==> src/hw/gpt_pkg.sv <==
// Shared constants for the general-purpose timer block
package gpt_pkg;
  localparam logic [2:0] CFG_32_TIMER = 3'h0;
  localparam logic [2:0] CFG_32_RTC = 3'h1;
  localparam logic [2:0] CFG_SPLIT = 3'h4;
  localparam logic [1:0] MODE_ONE_SHOT = 2'h1;
  localparam logic [1:0] MODE_PERIODIC = 2'h2;
  localparam logic [1:0] MODE_EDGE_COUNT = 2'h3;
  localparam logic [1:0] EV_RISE = 2'h0;
  localparam logic [1:0] EV_FALL = 2'h1;
  localparam logic [1:0] EV_BOTH = 2'h3;
  localparam logic [15:0] CNT_RST = 16'hFFFF;
  localparam logic [15:0] ILD_RST = 16'hFFFF;
  localparam logic [7:0] PSC_RST = 8'h00;
  localparam logic [31:0] RTC_FIRST = 32'h0000_0001;
  localparam logic [31:0] RTC_ROLL = 32'h0000_0000;
  localparam int RTC_PIN_HZ = 32768;
  localparam int RTC_TICK_HZ = 1;
  localparam logic [14:0] RTC_DIV_LAST = 15'(RTC_PIN_HZ / RTC_TICK_HZ - 1);
  localparam int NFLAG = 5;
  localparam int FLG_TO_A = 0;
  localparam int FLG_CM_A = 1;
  localparam int FLG_TO_B = 2;
  localparam int FLG_CM_B = 3;
  localparam int FLG_RTC = 4;

  // Edge selection shared by both halves
  function automatic logic ev_hit(input logic [1:0] sel, input logic rise, input logic fall);
    logic hit;
    hit = 1'b0;
    unique case (sel)
      EV_RISE: hit = rise;
      EV_FALL: hit = fall;
      EV_BOTH: hit = rise | fall;
      default: hit = 1'b0;
    endcase
    return hit;
  endfunction : ev_hit
endpackage : gpt_pkg

==> src/hw/gpt_timer.sv <==
// Timer block top: 32-bit timer, RTC and two split 16-bit halves
`timescale 1ns/100ps
`default_nettype none
module gpt_timer (
  input wire logic sys_clk, // 40 MHz system clock
  input wire logic arst_n, // Async reset, active low
  input wire logic [2:0] timer_config, // Configuration value
  input wire logic [1:0] first_half_mode_field, // First half mode
  input wire logic [1:0] second_half_mode_field, // Second half mode
  input wire logic capture_mode_select_a, // First half capture mode
  input wire logic capture_mode_select_b, // Second half capture mode
  input wire logic [1:0] edge_type_select_a, // First half edge select
  input wire logic [1:0] edge_type_select_b, // Second half edge select
  input wire logic en_wr_a, // Write strobe, first enable
  input wire logic en_wdata_a, // Value for first enable
  input wire logic en_wr_b, // Write strobe, second enable
  input wire logic en_wdata_b, // Value for second enable
  input wire logic ild_wr_a, // Write first interval load
  input wire logic ild_wr_b, // Write second interval load
  input wire logic ild_wr32, // Write joined interval load
  input wire logic [31:0] ild_wdata, // Interval load write data
  input wire logic [7:0] prescale_a, // First half prescale
  input wire logic [7:0] prescale_b, // Second half prescale
  input wire logic [15:0] match_a, // First half match
  input wire logic [15:0] match_b, // Second half match
  input wire logic first_half_stall, // Stall first half
  input wire logic second_half_stall, // Stall second half
  input wire logic rtc_stall_override, // RTC ignores stall
  input wire logic first_trigger_enable, // First trigger enable
  input wire logic second_trigger_enable, // Second trigger enable
  input wire logic [4:0] irq_mask, // Interrupt mask
  input wire logic [4:0] irq_clear, // Flag clear pulses
  input wire logic capture_compare_pin_a, // Capture pin A, RTC clock
  input wire logic capture_compare_pin_b, // Capture pin B
  output logic first_half_enable, // First enable state
  output logic second_half_enable, // Second enable state
  output logic [15:0] count_a, // Low counter half
  output logic [15:0] count_b, // High counter half
  output logic [4:0] raw_irq_status, // Sticky raw flags
  output logic [4:0] masked_irq_status, // Masked flags
  output logic trigger_a, // First trigger pulse
  output logic trigger_b, // Second trigger pulse
  output logic rtc_irq // RTC interrupt
);
  logic [15:0] ild_a_q;
  logic [15:0] ild_b_q;
  logic [31:0] ild32;
  logic [31:0] match32;
  logic [31:0] cnt32_q;
  logic [14:0] div_q;
  logic ld_a_q;
  logic ld_b_q;
  logic was_rtc_q;
  logic rise_a;
  logic fall_a;
  logic rise_b;
  logic fall_b;
  logic split;
  logic tmode32;
  logic run32;
  logic to32;
  logic rtc_mode;
  logic rtc_enter;
  logic tick;
  logic rtc_step;
  logic rtc_hit;
  logic [15:0] hcnt_a;
  logic [15:0] hcnt_b;
  logic to_a;
  logic to_b;
  logic cm_a;
  logic cm_b;
  logic stop_a;
  logic stop_b;
  logic [4:0] set_v;
  logic [4:0] raw_d;

  gpt_pin_sync u_sync_a (
    .sys_clk(sys_clk),
    .arst_n(arst_n),
    .pin(capture_compare_pin_a),
    .rise(rise_a),
    .fall(fall_a)
  );

  gpt_pin_sync u_sync_b (
    .sys_clk(sys_clk),
    .arst_n(arst_n),
    .pin(capture_compare_pin_b),
    .rise(rise_b),
    .fall(fall_b)
  );

  assign split = timer_config == gpt_pkg::CFG_SPLIT;
  assign rtc_mode = timer_config == gpt_pkg::CFG_32_RTC;
  assign ild32 = {ild_b_q, ild_a_q};
  assign match32 = {match_b, match_a};

  gpt_half u_half_a (
    .sys_clk(sys_clk),
    .arst_n(arst_n),
    .active(split),
    .en(first_half_enable),
    .mode(first_half_mode_field),
    .cmr(capture_mode_select_a),
    .evsel(edge_type_select_a),
    .stall(first_half_stall),
    .ild(ild_a_q),
    .psc(prescale_a),
    .match(match_a),
    .load(ld_a_q),
    .rise(rise_a),
    .fall(fall_a),
    .cnt_q(hcnt_a),
    .to_pls(to_a),
    .cm_pls(cm_a),
    .stop_pls(stop_a)
  );

  gpt_half u_half_b (
    .sys_clk(sys_clk),
    .arst_n(arst_n),
    .active(split),
    .en(second_half_enable),
    .mode(second_half_mode_field),
    .cmr(capture_mode_select_b),
    .evsel(edge_type_select_b),
    .stall(second_half_stall),
    .ild(ild_b_q),
    .psc(prescale_b),
    .match(match_b),
    .load(ld_b_q),
    .rise(rise_b),
    .fall(fall_b),
    .cnt_q(hcnt_b),
    .to_pls(to_b),
    .cm_pls(cm_b),
    .stop_pls(stop_b)
  );

  always_comb begin
    tmode32 = timer_config == gpt_pkg::CFG_32_TIMER &&
              (first_half_mode_field == gpt_pkg::MODE_ONE_SHOT ||
               first_half_mode_field == gpt_pkg::MODE_PERIODIC);
    run32 = tmode32 && first_half_enable && !first_half_stall;
    to32 = run32 && cnt32_q == 32'h0000_0000;
    rtc_enter = rtc_mode && !was_rtc_q;
    tick = rtc_mode && first_half_enable && rise_a && div_q == gpt_pkg::RTC_DIV_LAST;
    rtc_step = tick && (!(first_half_stall || second_half_stall) || rtc_stall_override);
    rtc_hit = rtc_step && cnt32_q == match32;
  end

  // Interval loads; a write is applied to the counter one cycle later
  always_ff @(posedge sys_clk or negedge arst_n) begin
    if (!arst_n) begin
      ild_a_q <= gpt_pkg::ILD_RST;
      ild_b_q <= gpt_pkg::ILD_RST;
      ld_a_q <= 1'b0;
      ld_b_q <= 1'b0;
    end else begin
      if (ild_wr32 || ild_wr_a) begin
        ild_a_q <= ild_wdata[15:0];
      end
      if (ild_wr32) begin
        ild_b_q <= ild_wdata[31:16];
      end else if (ild_wr_b) begin
        ild_b_q <= ild_wdata[15:0];
      end
      ld_a_q <= ild_wr32 || ild_wr_a;
      ld_b_q <= ild_wr32 || ild_wr_b;
    end
  end

  // Divides pin edges down to a one-second tick
  always_ff @(posedge sys_clk or negedge arst_n) begin
    if (!arst_n) begin
      div_q <= 15'h0000;
    end else if (!rtc_mode || !first_half_enable) begin
      div_q <= 15'h0000;
    end else if (rise_a) begin
      div_q <= (div_q == gpt_pkg::RTC_DIV_LAST) ? 15'h0000 : 15'(div_q + 15'h0001);
    end
  end

  // Joined 32-bit counter, down for the timer, up for the RTC
  always_ff @(posedge sys_clk or negedge arst_n) begin
    if (!arst_n) begin
      cnt32_q <= {gpt_pkg::CNT_RST, gpt_pkg::CNT_RST};
      was_rtc_q <= 1'b0;
    end else begin
      was_rtc_q <= rtc_mode;
      if (rtc_enter) begin
        cnt32_q <= gpt_pkg::RTC_FIRST;
      end else if (tmode32 && (ld_a_q || to32)) begin
        cnt32_q <= ild32;
      end else if (run32) begin
        cnt32_q <= 32'(cnt32_q - 32'h0000_0001);
      end else if (rtc_hit) begin
        cnt32_q <= gpt_pkg::RTC_ROLL;
      end else if (rtc_step) begin
        cnt32_q <= 32'(cnt32_q + 32'h0000_0001);
      end
    end
  end

  // Software write wins over a hardware stop in the same cycle
  always_ff @(posedge sys_clk or negedge arst_n) begin
    if (!arst_n) begin
      first_half_enable <= 1'b0;
      second_half_enable <= 1'b0;
    end else begin
      if (en_wr_a) begin
        first_half_enable <= en_wdata_a;
      end else if (split ? stop_a : (to32 && first_half_mode_field == gpt_pkg::MODE_ONE_SHOT)) begin
        first_half_enable <= 1'b0;
      end
      if (en_wr_b) begin
        second_half_enable <= en_wdata_b;
      end else if (split && stop_b) begin
        second_half_enable <= 1'b0;
      end
    end
  end

  always_comb begin
    set_v = '0;
    set_v[gpt_pkg::FLG_TO_A] = split ? to_a : to32;
    set_v[gpt_pkg::FLG_CM_A] = cm_a;
    set_v[gpt_pkg::FLG_TO_B] = to_b;
    set_v[gpt_pkg::FLG_CM_B] = cm_b;
    set_v[gpt_pkg::FLG_RTC] = rtc_hit;
    raw_d = (raw_irq_status & ~irq_clear) | set_v;
  end

  // Flags, triggers and count views; all outputs leave from flops
  always_ff @(posedge sys_clk or negedge arst_n) begin
    if (!arst_n) begin
      raw_irq_status <= '0;
      masked_irq_status <= '0;
      rtc_irq <= 1'b0;
      trigger_a <= 1'b0;
      trigger_b <= 1'b0;
      count_a <= gpt_pkg::CNT_RST;
      count_b <= gpt_pkg::CNT_RST;
    end else begin
      raw_irq_status <= raw_d;
      masked_irq_status <= raw_d & irq_mask;
      rtc_irq <= raw_d[gpt_pkg::FLG_RTC] & irq_mask[gpt_pkg::FLG_RTC];
      trigger_a <= set_v[gpt_pkg::FLG_TO_A] & first_trigger_enable;
      trigger_b <= to_b & second_trigger_enable;
      count_a <= split ? hcnt_a : cnt32_q[15:0];
      count_b <= split ? hcnt_b : cnt32_q[31:16];
    end
  end
endmodule : gpt_timer
`default_nettype wire

==> src/hw/gpt_pin_sync.sv <==
// Capture pin synchroniser with rising and falling edge pulses
`timescale 1ns/100ps
`default_nettype none
module gpt_pin_sync (
  input wire logic sys_clk, // System clock
  input wire logic arst_n, // Async reset, active low
  input wire logic pin, // Asynchronous capture pin
  output logic rise, // One-cycle rising edge pulse
  output logic fall // One-cycle falling edge pulse
);
  logic [2:0] sh_q;
  logic lvl_q;
  logic agree;

  // A level counts only once stages two and three agree
  assign agree = sh_q[1] == sh_q[2];

  always_ff @(posedge sys_clk or negedge arst_n) begin
    if (!arst_n) begin
      sh_q <= 3'h0;
      lvl_q <= 1'b0;
      rise <= 1'b0;
      fall <= 1'b0;
    end else begin
      sh_q <= {sh_q[1:0], pin};
      if (agree) begin
        lvl_q <= sh_q[2];
      end
      rise <= agree && sh_q[2] && !lvl_q;
      fall <= agree && !sh_q[2] && lvl_q;
    end
  end
endmodule : gpt_pin_sync
`default_nettype wire

==> src/hw/gpt_half.sv <==
// One 16-bit half: prescaled down-counter or input edge counter
`timescale 1ns/100ps
`default_nettype none
module gpt_half (
  input wire logic sys_clk, // System clock
  input wire logic arst_n, // Async reset, active low
  input wire logic active, // Split 16-bit configuration selected
  input wire logic en, // Half enable
  input wire logic [1:0] mode, // Half mode field
  input wire logic cmr, // Capture mode select
  input wire logic [1:0] evsel, // Edge type select
  input wire logic stall, // Stall request
  input wire logic [15:0] ild, // Interval load value
  input wire logic [7:0] psc, // Prescale value
  input wire logic [15:0] match, // Match value
  input wire logic load, // Interval load was written
  input wire logic rise, // Synchronised rising edge
  input wire logic fall, // Synchronised falling edge
  output logic [15:0] cnt_q, // Counter value
  output logic to_pls, // Time-out this cycle
  output logic cm_pls, // Edge-count match this cycle
  output logic stop_pls // Hardware clears the enable
);
  logic [7:0] pcnt_q;
  logic run;
  logic edge_on;

  always_comb begin
    run = active && en && !stall &&
          (mode == gpt_pkg::MODE_ONE_SHOT || mode == gpt_pkg::MODE_PERIODIC);
    edge_on = active && en && !cmr && mode == gpt_pkg::MODE_EDGE_COUNT &&
              gpt_pkg::ev_hit(evsel, rise, fall);
    // The reload is a prescaled step too, so a period is (load+1)*(prescale+1) clocks
    to_pls = run && cnt_q == 16'h0000 && pcnt_q == 8'h00;
    cm_pls = edge_on && 16'(cnt_q - 16'h0001) == match;
    stop_pls = (to_pls && mode == gpt_pkg::MODE_ONE_SHOT) || cm_pls;
  end

  always_ff @(posedge sys_clk or negedge arst_n) begin
    if (!arst_n) begin
      cnt_q <= gpt_pkg::CNT_RST;
    end else if (load || to_pls || cm_pls) begin
      cnt_q <= ild;
    end else if (edge_on) begin
      cnt_q <= 16'(cnt_q - 16'h0001);
    end else if (run && pcnt_q == 8'h00) begin
      cnt_q <= 16'(cnt_q - 16'h0001);
    end
  end

  // Prescaler: one step every psc+1 clocks
  always_ff @(posedge sys_clk or negedge arst_n) begin
    if (!arst_n) begin
      pcnt_q <= gpt_pkg::PSC_RST;
    end else if (load || to_pls) begin
      pcnt_q <= psc;
    end else if (run) begin
      pcnt_q <= (pcnt_q == 8'h00) ? psc : 8'(pcnt_q - 8'h01);
    end
  end
endmodule : gpt_half
`default_nettype wire

==> config.mk <==
export PLATFORM = sky130hd
export DESIGN_NAME = gpt_timer
export DESIGN_NICKNAME = d
export VERILOG_FILES = /design/src/hw/gpt_pkg.sv /design/src/hw/gpt_timer.sv /design/src/hw/gpt_pin_sync.sv /design/src/hw/gpt_half.sv
export SDC_FILE = /design/constraint.sdc
export NUM_CORES = 1
export LEC_CHECK = 0
export ABC_CLOCK_PERIOD_IN_PS = 6900
export BUFFER_PORTS_ARGS = -buffer_cell sky130_fd_sc_hd__buf_2
export CAP_MARGIN = 20
export CORE_MARGIN = 4
export CORE_UTILIZATION = 49
export CTS_CLUSTER_SIZE = 28
export DETAILED_ROUTE_END_ITERATION = 8
export PLACE_DENSITY = 0.81
export REMOVE_ABC_BUFFERS = 1
export SYNTH_ARGS = -nofsm -noshare
export SYNTH_HDL_FRONTEND = slang
export SYNTH_SLANG_ARGS = --single-unit
==> constraint.sdc <==
create_clock -name sys_clk -period 6.9 [get_ports sys_clk]
set_input_delay 0.69 -clock sys_clk [delete_from_list [all_inputs] [get_ports sys_clk]]
set_output_delay 0.69 -clock sys_clk [all_outputs]
set_load 0.05 [all_outputs]
==> metrics.txt <==
Max-cap violations 0; Post-DP HPWL 27.8 mm; synth-to-layout area growth 13.0%; Die ar. approximately 27000 um^2; I/O Buffers 165; core box area 23800 um^2; worst path arrival time around 4.3 ns; Hold Vio Cnt, Final 0; Final nets 1536; vias in the first global route 10405; pin count of the biggest net entering global routing 112; Worst Max-Slew Pin Slew 1.13 ns; Layout fillers 2112; sequential share of the synthesized area between 40% and 50%; Post-Route WL about 37 mm; post-synth top area cell dfstp_2; post-synthesis cell type count 84; I/O pin count about 170; # DRC 0; Die H around 160 um; EDFF count, synth 0; crit share post-route 57.4%; worst setup path class in -> reg; Top FF cell, synth dfstp_2; gr usage total 27.7%; hold_buf cts 0; post-layout util between 50% and 60%; root buf cell clkbuf_16; starting density of the core 50.3%; final setup fails 0; WL/cell 21.5 um; Slew HR 24.2%; Final Non-Filler Cells 1733; CTS Sinks 188; Synth area leaders dfstp_2 28%, dfrtp_1 13%, xnor2_1 6.1%; Power, Total ~3.1 mW; TritonCTS Buffers 17; syn_area_per_cell about 9.3 um^2; setup TNS 0 ns; CP Launch Type input port; Async SR Flop Fraction 100%; GRT overflow 0; Final min period 3.96 ns; placed cells 1697; drt via density 6.21; H-tree levels 4; global-route wire length before repair 58.5 mm; Synth Cell Area 12000 um^2; initial antenna violation count 3; Max Clk Rate roughly 250 MHz; CTS max path bufs 2; Ys Warns 0; Leakage 5.36 nW; Reg clk slew, reported paths 0.08 ns; outcome completed; r2r setup slk a little over 3 ns; CTS resizes 0; antenna viol nets, final 0; setup bufs post-CTS 0; Peak VDD IR ~130 uV; DR iter-0 viols 1061; CP Capture Type register; CTS tree built; unrepaired setup endpoints after global routing false; standard-cell rows 56; total number of vias 10759; Mapped Cells 1286; router iterations before antenna repair 6; Max Transition Viols Final 0; CP max FO 27; fraction of layout cells with a size suffix above 1 29.7%; Required @ worst endpoint 7.26 ns; Yosys top cell area share ~28%; Hold/Removal Path Class in -> reg; top cells by count, synth 128 x dfstp_2, 107 x nand2_1, 91 x o21ai_0, 83 x xnor2_1, 81 x nor2_1; number of synthesized register bits 188; Final GP Congestion 0.978; most common cell in the netlist dfstp_2; Max Clock Skew 0.0111 ns; clk_lat worst skew ~0.44 ns; P per Cell Area 229 nW/um^2; Die X 164 um
-- cells by family after synthesis --
| family | synth area share, % |
|---|---|
| AO/OA/AOI/OAI | 15.7 |
| XOR/XNOR | 8.43 |
| adder cells (fa/ha/maj) | 1.78 |
| buffers and inverters | 4.41 |
| flip-flops | 40.7 |
| multiplexers | 8.39 |
| AND/OR/NAND/NOR | 20.6 |
-- critical path, cell delays in order --
cell     delay (ns)
buf_2          0.11
ha_1           0.36
or4_1          0.68
nor2_1         0.14
buf_4          0.32
nand4_1        0.29
o31ai_4        0.85
buf_4          0.41
nor2_2         0.15
a32oi_1        0.24
nand2_1        0.07
-- final timing paths --
path	endpoint	start	depth (start not counted)
max	cnt32_q[19]	first_half_mode_field[0]	11
min	u_sync_a.sh_q[0]	capture_compare_pin_a	1
max reg2reg	cnt32_q[20]	div_q[0]	8
min reg2reg	u_sync_b.sh_q[1]	u_sync_b.sh_q[0]	0
max in group asynchronous	cnt32_q[5]	arst_n	2
min in group asynchronous	u_half_b.pcnt_q[3]	arst_n	1
-- routing by layer --
layer / GRT usage (%) / part of all wire, % / vias to the layer above
met5: 0 / 0.056 / -
met4: 11.3 / 3.7 / 4
met3: 5.85 / 9.5 / 80
met2: 42.0 / 45 / 582
met1: 38.7 / 42 / 5204
li1: - / - / 4889
-- power breakdown --
group          internal (mW)  switching [mW]
Clock                  0.511           0.478
Combinational          0.254           0.403
Sequential              1.28           0.170
-- metrics by stage --
stage | area [um^2] | setup WS (ns) | hold WS, ns
2_1_floorplan | 11600 | 2.31 | 0.331
3_3_place_gp | 12900 | 2.66 | 0.334
3_5_place_dp | 12900 | 2.63 | 0.336
4_1_cts | 13500 | 3.07 | 0.337
5_1_grt | 13500 | 2.81 | 0.335
6_report | 13500 | 2.94 | 0.347
-- registers in the layout, indices dropped and copies added, names as in the netlist, 3 cells and up --
register,cells
count_b,16
ild_a_q,16
u_half_b.cnt_q,16
u_half_a.cnt_q,16
u_half_a.pcnt_q,8
u_half_b.pcnt_q,8
u_sync_b.sh_q,3
count_a,16
u_sync_a.sh_q,3
masked_irq_status,5
div_q,15
ild_b_q,16
raw_irq_status,5
cnt32_q,32
-- cells in the final DEF (no fill, tap or decap), types with 45 or more instances in the layout --
cell type  instances
a21oi_1           64
buf_2            164
dfrtp_1           60
dfstp_2          128
mux2_2            47
nand2_1          107
nor2_1            81
nor3_1            45
o21ai_0           91
xnor2_1           83
-- layout make-up --
cell class	count	area (um^2)	area share (%)
repair buffers	178	935	6.92
clock inverters	15	149	1.10
flip-flops and latches	188	4860	36.0
diodes	1	2.50	0.0185
well taps	319	399	2.96
inverters	43	161	1.20
multi-input cells	972	6570	48.6
clock buffers	17	425	3.15
Power figures use the tool's default switching activity.
